### src/logic/cap_filter_defines.svh
// Register offsets, field positions, reset values and timing counts
// for the capacitive sensing filter block.
// Assumes a 40 MHz system clock; included by its bare name.
`ifndef CAP_FILTER_DEFINES_SVH
`define CAP_FILTER_DEFINES_SVH

`define ADDR_FRONT_END_CONFIG 8'h5c
`define ADDR_FILTER_CONFIG 8'h5d
`define ADDR_RANGE_FAIL_STATUS 8'h01

`define FE_FIRST_COUNT_MSB 7
`define FE_FIRST_COUNT_LSB 6
`define FE_CURRENT_MSB 5
`define FE_CURRENT_LSB 0
`define FC_CHARGE_TIME_MSB 7
`define FC_CHARGE_TIME_LSB 5
`define FC_SECOND_COUNT_MSB 4
`define FC_SECOND_COUNT_LSB 3
`define FC_INTERVAL_MSB 2
`define FC_INTERVAL_LSB 0

`define ST_RECONFIG_BIT 7
`define ST_INITIAL_BIT 6
`define ST_PROX_BIT 4

`define RST_FRONT_END_CONFIG 8'h10
`define RST_FILTER_CONFIG 8'h24

`define CLK_FREQ_HZ 40000000
`define CHARGE_TIME_BASE_NS 500
`define CHARGE_BASE_CYCLES \
    ((`CHARGE_TIME_BASE_NS * (`CLK_FREQ_HZ / 1000000) + 999) / 1000)
`define SAMPLE_INTERVAL_BASE_MS 1
`define INTERVAL_BASE_CYCLES \
    (`SAMPLE_INTERVAL_BASE_MS * (`CLK_FREQ_HZ / 1000))

`endif

### src/logic/cap_filter_pkg.sv
// Types shared by the capacitive sensing filter block.
// Assumes nothing beyond a SystemVerilog compiler.
package cap_filter_pkg;

    typedef enum logic [4:0] {
        ST_IDLE = 5'b00001,
        ST_CHARGE = 5'b00010,
        ST_CAPTURE = 5'b00100,
        ST_WAIT_FIRST = 5'b01000,
        ST_DIVIDE = 5'b10000
    } state_type;

endpackage

### src/logic/first_stage_filter.sv
// First-stage filter: collects a burst of raw samples, drops the largest
// and smallest and averages the rest.
// Assumes the caller pulses start before each burst.
`timescale 1ns/1ps
`include "cap_filter_defines.svh"

module first_stage_filter #(
    parameter int DATA_W = 10
) (
    input wire logic clk,
    input wire logic reset,
    input wire logic start,
    input wire logic [1:0] count_code,
    input wire logic in_valid,
    input wire logic [DATA_W-1:0] in_data,
    output logic out_valid,
    output logic [DATA_W-1:0] out_data
);
    logic [DATA_W+5:0] sum_q;
    logic [DATA_W-1:0] max_q;
    logic [DATA_W-1:0] min_q;
    logic [5:0] cnt_q;
    logic [5:0] target;
    logic [DATA_W+5:0] trimmed;

    // Totals of 6/10/18/34 leave 4/8/16/32 after trimming: a plain shift
    always_comb begin
        case (count_code)
            2'h0: target = 6'h06;
            2'h1: target = 6'h0a;
            2'h2: target = 6'h12;
            default: target = 6'h22;
        endcase
        trimmed = sum_q - (DATA_W+6)'(max_q) - (DATA_W+6)'(min_q);
    end

    always_ff @(posedge clk) begin
        if (reset || start) begin
            sum_q <= '0;
            max_q <= '0;
            min_q <= '1;
            cnt_q <= 6'h00;
        end else if (in_valid) begin
            sum_q <= sum_q + (DATA_W+6)'(in_data);
            if (in_data > max_q) max_q <= in_data;
            if (in_data < min_q) min_q <= in_data;
            cnt_q <= cnt_q + 6'h01;
        end
    end

    always_ff @(posedge clk) begin
        if (reset) begin
            out_valid <= 1'b0;
            out_data <= '0;
        end else begin
            out_valid <= 1'b0;
            if (!start && !in_valid && cnt_q == target && !out_valid) begin
                out_valid <= 1'b1;
                // Three bits: codes 2 and 3 need shifts of 4 and 5
                out_data <= DATA_W'(trimmed >> ({1'b0, count_code} + 3'h2));
            end
        end
    end
endmodule

### src/logic/cap_sense_filter_timing.sv
// Sampling timing, two-stage filtering, touch decision and the
// range-failure status for electrodes 8-11 and the proximity channel.
// Assumes a synchronous single-cycle register port, a front end that
// presents a conversion on ADC_DATA at the end of each charge phase, and
// an auto-configuration engine that reports results on RANGE_FAIL_*.
`timescale 1ns/1ps
`include "cap_filter_defines.svh"

module cap_sense_filter_timing #(
    parameter int DATA_W = 10,
    parameter int unsigned INTERVAL_BASE_CYCLES = `INTERVAL_BASE_CYCLES
) (
    input wire logic CLK_SYS,
    input wire logic RESET,
    input wire logic [7:0] REG_ADDR,
    input wire logic REG_WR,
    input wire logic REG_RD,
    input wire logic [7:0] REG_WDATA,
    output logic [7:0] REG_RDATA,
    input wire logic [DATA_W-1:0] ADC_DATA,
    output logic CHARGE_EN,
    output logic [5:0] CHARGE_CURRENT,
    input wire logic RANGE_FAIL_DONE,
    input wire logic RANGE_FAIL_RECONFIG,
    input wire logic [4:0] RANGE_FAIL_IN,
    input wire logic [DATA_W-1:0] BASELINE,
    input wire logic [DATA_W-1:0] TOUCH_THRESHOLD,
    output logic [DATA_W-1:0] FILTERED_DATA,
    output logic FILTERED_VALID,
    output logic TOUCH
);
    localparam int SUM_W = DATA_W + 5;
    localparam int BASE_W = $clog2(INTERVAL_BASE_CYCLES + 1);

    logic [7:0] front_end_config_q;
    logic [7:0] filter_config_q;
    logic [7:0] status_q;
    cap_filter_pkg::state_type state_q;

    logic [1:0] first_code;
    logic [5:0] current_code;
    logic [2:0] time_code;
    logic [1:0] second_code;
    logic [2:0] interval_code;

    logic [BASE_W-1:0] base_cnt_q;
    logic [7:0] ms_cnt_q;
    logic interval_tick_q;
    logic [11:0] charge_cnt_q;
    logic [11:0] charge_cycles;
    logic [5:0] raw_cnt_q;
    logic [5:0] raw_target;
    logic [4:0] second_cnt_q;
    logic [4:0] second_target;
    logic [SUM_W-1:0] second_sum_q;
    logic [SUM_W-1:0] rem_q;
    logic [SUM_W-1:0] quot_q;
    logic [3:0] div_bit_q;
    logic [SUM_W-1:0] rem_shift;
    logic burst_start_q;
    logic sample_valid_q;
    logic [DATA_W-1:0] sample_q;
    logic first_valid;
    logic [DATA_W-1:0] first_data;

    assign first_code =
        front_end_config_q[`FE_FIRST_COUNT_MSB:`FE_FIRST_COUNT_LSB];
    assign current_code = front_end_config_q[`FE_CURRENT_MSB:`FE_CURRENT_LSB];
    assign time_code =
        filter_config_q[`FC_CHARGE_TIME_MSB:`FC_CHARGE_TIME_LSB];
    assign second_code =
        filter_config_q[`FC_SECOND_COUNT_MSB:`FC_SECOND_COUNT_LSB];
    assign interval_code = filter_config_q[`FC_INTERVAL_MSB:`FC_INTERVAL_LSB];

    always_comb begin
        case (first_code)
            2'h0: raw_target = 6'h06;
            2'h1: raw_target = 6'h0a;
            2'h2: raw_target = 6'h12;
            default: raw_target = 6'h22;
        endcase
        case (second_code)
            2'h0: second_target = 5'h04;
            2'h1: second_target = 5'h06;
            2'h2: second_target = 5'h0a;
            default: second_target = 5'h12;
        endcase
        // 0.5 us base doubled per code step; code 0 never reaches here
        charge_cycles = 12'(`CHARGE_BASE_CYCLES) << (time_code - 3'h1);
        rem_shift = {rem_q[SUM_W-2:0], second_sum_q[div_bit_q]};
    end

    // Register port: front-end and filter configuration are read/write
    always_ff @(posedge CLK_SYS) begin
        if (RESET) begin
            front_end_config_q <= `RST_FRONT_END_CONFIG;
            filter_config_q <= `RST_FILTER_CONFIG;
        end else if (REG_WR) begin
            if (REG_ADDR == `ADDR_FRONT_END_CONFIG) begin
                front_end_config_q <= REG_WDATA;
            end
            if (REG_ADDR == `ADDR_FILTER_CONFIG) begin
                filter_config_q <= REG_WDATA;
            end
        end
    end

    always_ff @(posedge CLK_SYS) begin
        if (RESET) begin
            REG_RDATA <= 8'h00;
        end else if (REG_RD) begin
            case (REG_ADDR)
                `ADDR_FRONT_END_CONFIG: REG_RDATA <= front_end_config_q;
                `ADDR_FILTER_CONFIG: REG_RDATA <= filter_config_q;
                `ADDR_RANGE_FAIL_STATUS: REG_RDATA <= status_q;
                default: REG_RDATA <= 8'h00;
            endcase
        end
    end

    // Status is read-only; each completed auto-configuration run replaces it
    genvar gi;
    generate
        for (gi = 0; gi < 5; gi++) begin : g_fail
            always_ff @(posedge CLK_SYS) begin
                if (RESET) begin
                    status_q[gi] <= 1'b0;
                end else if (RANGE_FAIL_DONE) begin
                    status_q[gi] <= RANGE_FAIL_IN[gi];
                end
            end
        end
    endgenerate

    always_ff @(posedge CLK_SYS) begin
        if (RESET) begin
            status_q[7:5] <= 3'h0;
        end else if (RANGE_FAIL_DONE) begin
            status_q[`ST_RECONFIG_BIT] <= RANGE_FAIL_RECONFIG
                && (|RANGE_FAIL_IN);
            status_q[`ST_INITIAL_BIT] <= !RANGE_FAIL_RECONFIG
                && (|RANGE_FAIL_IN);
            status_q[5] <= 1'b0;
        end
    end

    // Interval timer: a 1 ms prescaler, then a count of 2^code ticks
    always_ff @(posedge CLK_SYS) begin
        if (RESET) begin
            base_cnt_q <= '0;
            ms_cnt_q <= 8'h00;
            interval_tick_q <= 1'b0;
        end else begin
            interval_tick_q <= 1'b0;
            if (base_cnt_q == BASE_W'(INTERVAL_BASE_CYCLES - 1)) begin
                base_cnt_q <= '0;
                // At or past the end, so a shorter interval written
                // mid-count does not wait for the counter to wrap
                if (ms_cnt_q >= 8'((9'h001 << interval_code) - 9'h001)) begin
                    ms_cnt_q <= 8'h00;
                    interval_tick_q <= 1'b1;
                end else begin
                    ms_cnt_q <= ms_cnt_q + 8'h01;
                end
            end else begin
                base_cnt_q <= base_cnt_q + BASE_W'(1);
            end
        end
    end

    // Burst sequencer: one burst of raw samples per interval tick.
    // A tick that lands while a burst or divide is busy is dropped, so a
    // very long charge time simply stretches the effective interval.
    always_ff @(posedge CLK_SYS) begin
        if (RESET) begin
            state_q <= cap_filter_pkg::ST_IDLE;
            charge_cnt_q <= 12'h000;
            raw_cnt_q <= 6'h00;
            burst_start_q <= 1'b0;
            sample_valid_q <= 1'b0;
            sample_q <= '0;
            CHARGE_EN <= 1'b0;
        end else begin
            burst_start_q <= 1'b0;
            sample_valid_q <= 1'b0;
            case (state_q)
                cap_filter_pkg::ST_IDLE: begin
                    // No current or an invalid time means no measurement
                    if (interval_tick_q && current_code != 6'h00
                            && time_code != 3'h0) begin
                        state_q <= cap_filter_pkg::ST_CHARGE;
                        burst_start_q <= 1'b1;
                        raw_cnt_q <= 6'h00;
                        charge_cnt_q <= 12'h000;
                        CHARGE_EN <= 1'b1;
                    end
                end
                cap_filter_pkg::ST_CHARGE: begin
                    if (charge_cnt_q == charge_cycles - 12'h001) begin
                        state_q <= cap_filter_pkg::ST_CAPTURE;
                        CHARGE_EN <= 1'b0;
                    end else begin
                        charge_cnt_q <= charge_cnt_q + 12'h001;
                    end
                end
                cap_filter_pkg::ST_CAPTURE: begin
                    sample_q <= ADC_DATA;
                    sample_valid_q <= 1'b1;
                    charge_cnt_q <= 12'h000;
                    raw_cnt_q <= raw_cnt_q + 6'h01;
                    if (raw_cnt_q == raw_target - 6'h01) begin
                        state_q <= cap_filter_pkg::ST_WAIT_FIRST;
                    end else begin
                        state_q <= cap_filter_pkg::ST_CHARGE;
                        CHARGE_EN <= 1'b1;
                    end
                end
                cap_filter_pkg::ST_WAIT_FIRST: begin
                    if (first_valid) begin
                        if (second_cnt_q == second_target - 5'h01) begin
                            state_q <= cap_filter_pkg::ST_DIVIDE;
                        end else begin
                            state_q <= cap_filter_pkg::ST_IDLE;
                        end
                    end
                end
                cap_filter_pkg::ST_DIVIDE: begin
                    if (div_bit_q == 4'h0) begin
                        state_q <= cap_filter_pkg::ST_IDLE;
                    end
                end
                default: begin
                    state_q <= cap_filter_pkg::ST_IDLE;
                    CHARGE_EN <= 1'b0;
                end
            endcase
        end
    end

    always_ff @(posedge CLK_SYS) begin
        if (RESET) begin
            CHARGE_CURRENT <= 6'h00;
        end else begin
            CHARGE_CURRENT <= current_code;
        end
    end

    first_stage_filter #(
        .DATA_W(DATA_W)
    ) u_first (
        .clk(CLK_SYS),
        .reset(RESET),
        .start(burst_start_q),
        .count_code(first_code),
        .in_valid(sample_valid_q),
        .in_data(sample_q),
        .out_valid(first_valid),
        .out_data(first_data)
    );

    // Second stage: accumulate first-stage results, then divide by count
    always_ff @(posedge CLK_SYS) begin
        if (RESET) begin
            second_sum_q <= '0;
            second_cnt_q <= 5'h00;
        end else if (state_q == cap_filter_pkg::ST_WAIT_FIRST && first_valid) begin
            second_sum_q <= second_sum_q + SUM_W'(first_data);
            second_cnt_q <= second_cnt_q + 5'h01;
        end else if (state_q == cap_filter_pkg::ST_DIVIDE && div_bit_q == 4'h0) begin
            second_sum_q <= '0;
            second_cnt_q <= 5'h00;
        end
    end

    // Restoring divide, one quotient bit per cycle; counts 6, 10 and 18 are not powers
    // of two, and a serial divider is far smaller than a combinational one
    always_ff @(posedge CLK_SYS) begin
        if (RESET) begin
            rem_q <= '0;
            quot_q <= '0;
            div_bit_q <= 4'h0;
        end else if (state_q == cap_filter_pkg::ST_WAIT_FIRST) begin
            rem_q <= '0;
            quot_q <= '0;
            div_bit_q <= 4'(SUM_W - 1);
        end else if (state_q == cap_filter_pkg::ST_DIVIDE) begin
            if (rem_shift >= SUM_W'(second_target)) begin
                rem_q <= rem_shift - SUM_W'(second_target);
                quot_q <= {quot_q[SUM_W-2:0], 1'b1};
            end else begin
                rem_q <= rem_shift;
                quot_q <= {quot_q[SUM_W-2:0], 1'b0};
            end
            div_bit_q <= div_bit_q - 4'h1;
        end
    end

    // Filtered output and touch decision once per second-stage period
    always_ff @(posedge CLK_SYS) begin
        if (RESET) begin
            FILTERED_DATA <= '0;
            FILTERED_VALID <= 1'b0;
            TOUCH <= 1'b0;
        end else begin
            FILTERED_VALID <= 1'b0;
            if (state_q == cap_filter_pkg::ST_DIVIDE && div_bit_q == 4'h0) begin
                FILTERED_DATA <= DATA_W'({quot_q[SUM_W-2:0],
                    (rem_shift >= SUM_W'(second_target))});
                FILTERED_VALID <= 1'b1;
            end
            if (FILTERED_VALID) begin
                TOUCH <= (BASELINE > FILTERED_DATA) &&
                    ((BASELINE - FILTERED_DATA) >= TOUCH_THRESHOLD);
            end
        end
    end
endmodule

### config.mk
export PLATFORM = sky130hd
export DESIGN_NAME = cap_sense_filter_timing
export DESIGN_NICKNAME = d
export VERILOG_FILES = /design/src/logic/cap_filter_pkg.sv /design/src/logic/first_stage_filter.sv /design/src/logic/cap_sense_filter_timing.sv
export VERILOG_INCLUDE_DIRS = /design/src /design/src/logic
export SDC_FILE = /design/constraint.sdc
export NUM_CORES = 1
export LEC_CHECK = 0
export ABC_AREA = 1
export BUFFER_PORTS_ARGS = -buffer_cell sky130_fd_sc_hd__buf_4
export CORE_MARGIN = 4
export CORE_UTILIZATION = 60
export DETAILED_ROUTE_END_ITERATION = 10
export GPL_ROUTABILITY_DRIVEN = 1
export PLACE_DENSITY = 0.88
export SYNTH_ARGS = -nofsm -noshare
export SYNTH_HDL_FRONTEND = slang
export SYNTH_SLANG_ARGS = --single-unit
### constraint.sdc
create_clock -name CLK_SYS -period 2.8 [get_ports CLK_SYS]
set_clock_uncertainty 0.05 [all_clocks]
set_input_delay 0.28 -clock CLK_SYS [delete_from_list [all_inputs] [get_ports CLK_SYS]]
set_output_delay 0.28 -clock CLK_SYS [all_outputs]
set_load 0.005 [all_outputs]
# Word level (Yosys, flattened, before mapping)
# Index checks and enable logic that the tools add are counted.
[totals] regBits=210 inputBits=57 output_inout_bits=27
[classes] add_sub_neg=19 order_cmp=7 eq_ne=23 shift=3 n_mux=35 bitwise=3 reduce_logical=38
[ops] operator="12-bit case mux with 3 select lines" count=1
[ops] operator="5-bit 2-to-1 mux" count=7
[ops] operator="16-bit by 10-bit subtractor with 16-bit output" count=2
[ops] operator="15-bit 2-to-1 mux" count=2
[ops] operator="5-bit case mux with 5 select lines" count=1
[ops] operator="12-bit 2-to-1 mux" count=2
[ops] operator="8-bit case mux with 3 select lines" count=1
[ops] operator="10-bit > comparator" count=2
[ops] operator="6-bit case mux with 3 select lines" count=1
[ops] operator="16-bit by 1-bit adder with 16-bit output, second input constant" count=1
[ops] operator="16-bit by 10-bit adder with 16-bit output" count=1
[ops] operator="16-bit equality test, second input constant" count=1
[ops] operator="8-bit by 7-bit equality test with 1-bit output, second input constant" count=2
[ops] operator="16-bit by 3-bit right shift with 10-bit output" count=1
[ops] operator="15-bit by 10-bit adder with 15-bit output" count=1
[ops] operator="15-bit by 5-bit greater-or-equal comparator with 1-bit output" count=1
[ops] operator="5-bit case mux with 3 select lines" count=1
[ops] operator="14-bit 2-to-1 mux" count=1
[ops] operator="14-bit by 5-bit subtractor with 14-bit output" count=1
[ops] operator="12-bit by 1-bit adder with 12-bit output, second input constant" count=1
[ops] operator="6-bit by 1-bit adder with 6-bit output, second input constant" count=2
[ops] operator="12-bit equality test" count=1
[ops] operator="6-bit equality test" count=2
[ops] operator="4-bit 2-to-1 mux" count=3
[ops] operator="47 further kinds" count=89

# Logic depth before layout (Yosys ltp)
[logic_depth] word_depth=7 depth_mapped=18

# By module
# A second synthesis with hierarchy kept.
[hier_totals] cells_unflattened=1967 area_unflattened_um2=13359.1
[modules_own_cells] module="cap_sense_filter_timing" instances=1 cells_per_inst=1324 area_each_um2=9161.3
[modules_own_cells] module="first_stage_filter" instances=1 cells_per_inst=643 area_each_um2=4197.8

# Least setup slack after synthesis
# Ideal clock, no wire load.
[synth_path] kind="flip-flop to flip-flop" start="register FILTERED_DATA[2]" end="register TOUCH" arrival_ps=2448 slack_ps=232 path_stages_with_launch=17 path_buffers=0 period_less_slack_ps=2568 cell_sequence="dfxtp_1 inv_1 ha_1 a21oi_1 o21ai_0 a21oi_1 o21ai_0 a21oi_1 xor2_1 inv_1 ha_1 nand2_1 nor2_1 nand4_1 o2111ai_1 nand4_1 a21oi_1"
[synth_via] elab_chain_cells=3
[synth_rtl] element="start: declaration" line_no="cap_sense_filter_timing.sv:28" rtl="output logic [DATA_W-1:0] FILTERED_DATA,"
[synth_rtl] element="start signal: assignment" line_no="cap_sense_filter_timing.sv:307" rtl="FILTERED_DATA <= DATA_W'({quot_q[SUM_W-2:0],"
[synth_rtl] element="10-bit subtractor" line_no="cap_sense_filter_timing.sv:313" rtl="((BASELINE - FILTERED_DATA) >= TOUCH_THRESHOLD);"
[synth_rtl] element="10-bit greater-or-equal comparator" line_no="cap_sense_filter_timing.sv:313"
[synth_rtl] element="1-bit logical AND (*)" line_no="cap_sense_filter_timing.sv:312" rtl="TOUCH <= (BASELINE > FILTERED_DATA) &&"
[synth_rtl] element="end signal: assignment" line_no="cap_sense_filter_timing.sv:312"
[synth_rtl] element="end: declaration" line_no="cap_sense_filter_timing.sv:30" rtl="output logic TOUCH"
# Every way passes the cells marked *; elsewhere a longest branch is shown, timed or not.
# A chain may end at the register's enable or synchronous reset.

# Final worst setup path
[layout_path] start="register filter_config_q[5]" end="register charge_cnt_q[2]"
[layout_via] elab_chain_cells=6
[layout_rtl] element="start: declaration" line_no="cap_sense_filter_timing.sv:36" rtl="logic [7:0] filter_config_q;"
[layout_rtl] element="start signal: assignment" line_no="cap_sense_filter_timing.sv:97" rtl="filter_config_q <= `RST_FILTER_CONFIG;"
[layout_rtl] element="3-bit by 1-bit subtractor with 3-bit output" line_no="cap_sense_filter_timing.sv:89" rtl="charge_cycles = 12'(`CHARGE_BASE_CYCLES) << (time_code - 3'h1);"
[layout_rtl] element="5-bit by 3-bit left shift with 12-bit output" line_no="cap_sense_filter_timing.sv:89"
[layout_rtl] element="12-bit by 1-bit subtractor with 12-bit output" line_no="cap_sense_filter_timing.sv:199" rtl="if (charge_cnt_q == charge_cycles - 12'h001) begin"
[layout_rtl] element="12-bit equality test" line_no="cap_sense_filter_timing.sv:199"
[layout_rtl] element="2-bit != test (no source line)"
[layout_rtl] element="3-bit AND reduction (no source line) (*)"
[layout_rtl] element="end signal: assignment" line_no="cap_sense_filter_timing.sv:203" rtl="charge_cnt_q <= charge_cnt_q + 12'h001;"
[layout_rtl] element="end: declaration" line_no="cap_sense_filter_timing.sv:49" rtl="logic [11:0] charge_cnt_q;"
# Marks and branches as above.

==> results.tsv <==
stage	metric	value	unit
cells_and_area	diodes	0	
setup_path	crit_chain	nor2_2 -> ha_1 -> nand2_1 -> inv_1 -> nand2_1 -> ha_4 -> nand2_1 -> o21ai_0 -> nor3_1 -> nand2_1 -> nor2_2 -> nand3_4 -> nand2_8 -> nand2_4 -> a21oi_1 -> nor2_1	
timing	finalSetupViolations	0	
cells_and_area	area_delta_synth_final	14.78	%
cts	cts_tree	built	
global_route	track_usage	26.50	%
setup_path	ff2ff_path_depth	16	
cts	cts-htree-levels	1	
flow_run	cap_viol_max_count	0	
timing	worst_slew_pin_slew	0.8741	ns
synthesis	yosys_warnings	0	
outcome	outcome	finished, final reports clean	
global_route	grt-busiest-layer	met2	
timing	clock.fmax	367.6	MHz
global_route	antenna_found_initial	0	
detailed_routing	dr.first_iter.drc_count	792	
die	placeableCoreArea	0.02109	mm^2
synthesis	yosysUniqueCellTypes	50	
timing	timing.max_slew.rel_slack	41.51	%
setup_path	path_class	register to register	
die	die_h	154.8	um
cts	clkSlewWorstSetupHoldPaths	0.06	ns
global_route	grt_util_met2	47.75	%
cells_and_area	layout.cells.non_filler	2276	
timing	timing.final.crit_share	97.15	%
timing	final_period_minus_worst_setup_slack	2.720	ns
hold_path	whs_path_depth	3	
cells_and_area	area.sequential	0.004190	mm^2
placed_design	dp_cells	2217	
synthesis	synth.ff_latch_count	209	
detailed_routing	drt-vias-per-instance	5.645	
synthesis	yosysSeqAreaShare	32.36	%
setup_path	worst-r2r-setup-slack	0.08	ns
placed_design	detailedPlacementHpwl	23900	um
die	placementRows	53	
cells_and_area	net_count_final	2151	
global_route	first_pass_grt_wire_length	54550	um
timing	tns	0	ns
cells_and_area	num-fill-cells	1647	
setup_path	crit_slowest_cell	sky130_fd_sc_hd__dfxtp_2	
synthesis	synth-async-reset-ratio	0	%
cells_and_area	multi_input_area	0.007597	mm^2
global_route	via_count_of_the_first_global_routing_pass	12250	
cts	cts-root-to-sink-buffers	3	
global_route	globalRoute.totalOverflow	0	
timing	final-max-slew-violation-count	0	
synthesis	netlist.top_cell.by_area	sky130_fd_sc_hd__dfxtp_1	
die	initial_utilization	61.32	%
hold_path	hp-class	primary input to register	
global_route	grt_start_max_net_pins	38	
synthesis	post-synth-top-count-cell	sky130_fd_sc_hd__nand2_1	
setup_path	timing.critical_path.fanout_max	12	
synthesis	synthesis.nets	2055	
synthesis	synth_largest_type_area_fraction	32.36	%
pwr	power.static_leakage	6.723	nW
setup_path	cp_data_required_time	3.14	ns
global_route	use_met1	32.01	%
synthesis	netlist_top_cells_area	sky130_fd_sc_hd__dfxtp_1, sky130_fd_sc_hd__nand2_1, sky130_fd_sc_hd__ha_1	
detailed_routing	route.detailed.wl_per_inst	14.57	um
detailed_routing	drt-pass1-iter-count	5	
detailed_routing	number_of_nets_with_antenna_violations_after_routing	0	
die	fp.dieArea	0.02396	mm^2
synthesis	syn-instance-count	1891	
synthesis	yosys_most_used_dff	sky130_fd_sc_hd__dfxtp_1	
pwr	power-per-cell-area	498.5	mW/mm^2
setup_path	crit_path_start_kind	register	
placed_design	port_buffers	83	
setup_path	slowest_delay	0.34	ns
die	io_pins	84	
detailed_routing	route.vias.total	12850	
die	dieWidth	154.8	um
setup_path	critPathMostFrequentCell	sky130_fd_sc_hd__nand2_1	
cts	clock_sinks	209	
setup_path	worst-endpoint-arrival	3.06	ns
global_route	grt_util_met3	3.274	%
cts	clock_root_buffer	sky130_fd_sc_hd__clkbuf_16	
cts	numCtsBuffers	23	
synthesis	synthTopCellsByCount	sky130_fd_sc_hd__nand2_1, sky130_fd_sc_hd__inv_1, sky130_fd_sc_hd__dfxtp_1	
detailed_routing	drc	0	
synthesis	synth_edf_count	0	
synthesis	synthesis.area	0.01293	mm^2
detailed_routing	routed_wl	33170	um
timing	final_hold_violations	0	
setup_path	critPathCaptureType	register	
synthesis	syn_avg_cell_area	6.838	um^2
pwr	worst_ir_drop_vdd	0.5131	mV
placed_design	gp_routability_congestion	0.9458	
cts	worst_skew_late_latency	0.51	ns
cells_and_area	drive_gt1_share	9.595	%
==> stage by stage <==
step	util, %	hold slack (ns)	power [mW]	setup slack (ns)	area (um^2)
after floorplan	-	0.3564	4.134	0.2316	12930
after global placement	65.38	0.3795	4.407	0.1014	13790
after detailed placement	65.38	0.3885	4.450	-0.05479	13790
after CTS	69.23	0.001240	7.328	0.02477	14600
after global routing	70.39	0.03537	7.729	-0.02450	14840
final	70.39	0.01284	7.400	0.07971	14840
==> critical path, delay by kind of cell, from the launching register on <==
family | cells | cell delay, ns
buffers and inverters | 1 | 0.07
adder cells (fa/ha/maj) | 2 | 0.50
AND/OR/NAND/NOR | 11 | 1.35
flip-flops | 1 | 0.34
AO/OA/AOI/OAI | 2 | 0.28
==> sequential cells by signal, indices dropped and copies added (netlist names), 9 cells and up <==
register and flops:
second_sum_q 15, sample_q 10, u_first.out_data 10, base_cnt_q 16
u_first.max_q 10, quot_q 9, u_first.min_q 10, charge_cnt_q 12
rem_q 14, FILTERED_DATA 10, u_first.sum_q 15
==> per-layer routing <==
layer,share of wire (%),up-vias,wire length [um]
li1,-,6413,-
met1,41,5847,13660
met2,49,479,16280
met3,5.7,110,1874
met4,4.1,0,1358
met5,0,-,0
==> cells in the final DEF, fill, tap and decap left out, drive strengths merged, types with 13 or more instances in the layout <==
master	count
nand4	31
nor2	183
xor2	40
nand2	379
nand3	139
nor3	39
xnor2	16
inv	275
clkbuf	31
ha	94
a21oi	204
dfxtp	209
o21ai	131
fa	13
buf	115
==> report_power, final <==
group          internal, mW  switching, mW
clock network          1.68           1.19
registers              3.06         0.0723
logic                 0.534          0.867
==> worst paths after layout <==
check / start / endpoint
setup reg to reg: filter_config_q[5]$_SDFFE_PP1P_ / charge_cnt_q[2]$_SDFFE_PP0P_
setup / recovery: filter_config_q[5]$_SDFFE_PP1P_ / charge_cnt_q[2]$_SDFFE_PP0P_
hold / removal: ADC_DATA[2] / sample_q[2]$_SDFFE_PP0P_
hold reg to reg: base_cnt_q[0]$_SDFF_PP0_ / base_cnt_q[0]$_SDFF_PP0_
==> cell families after synthesis <==
group,synth area share [%]
simple gates,26.17
compound gates,16.30
buf+inv,10.24
flops,32.36
fa+ha+maj,11.11
xor+xnor,3.793
other cells,0.02900
==> cell type report <==
type                       instances  area share [%]
timing repair buffer             124           6.423
multi-input combinational       1350           51.18
sequential                       209           28.23
inverter                         279           7.081
clock buffer                      31           4.282
tap                              275           2.318
clock inverter                     8          0.4805
==> what timing repair did <==
action / CTS / global route
hold endpoints to repair: 9 / 0
endpoints found under the setup margin: 13 / 28
resized for setup: 3 / 34
setup buffers: 0 / 10
gates cloned: 0 / 1
pin swaps: 0 / 10
hold buffers: 9 / 0
No activity file was read; power rests on OpenSTA's default activity.
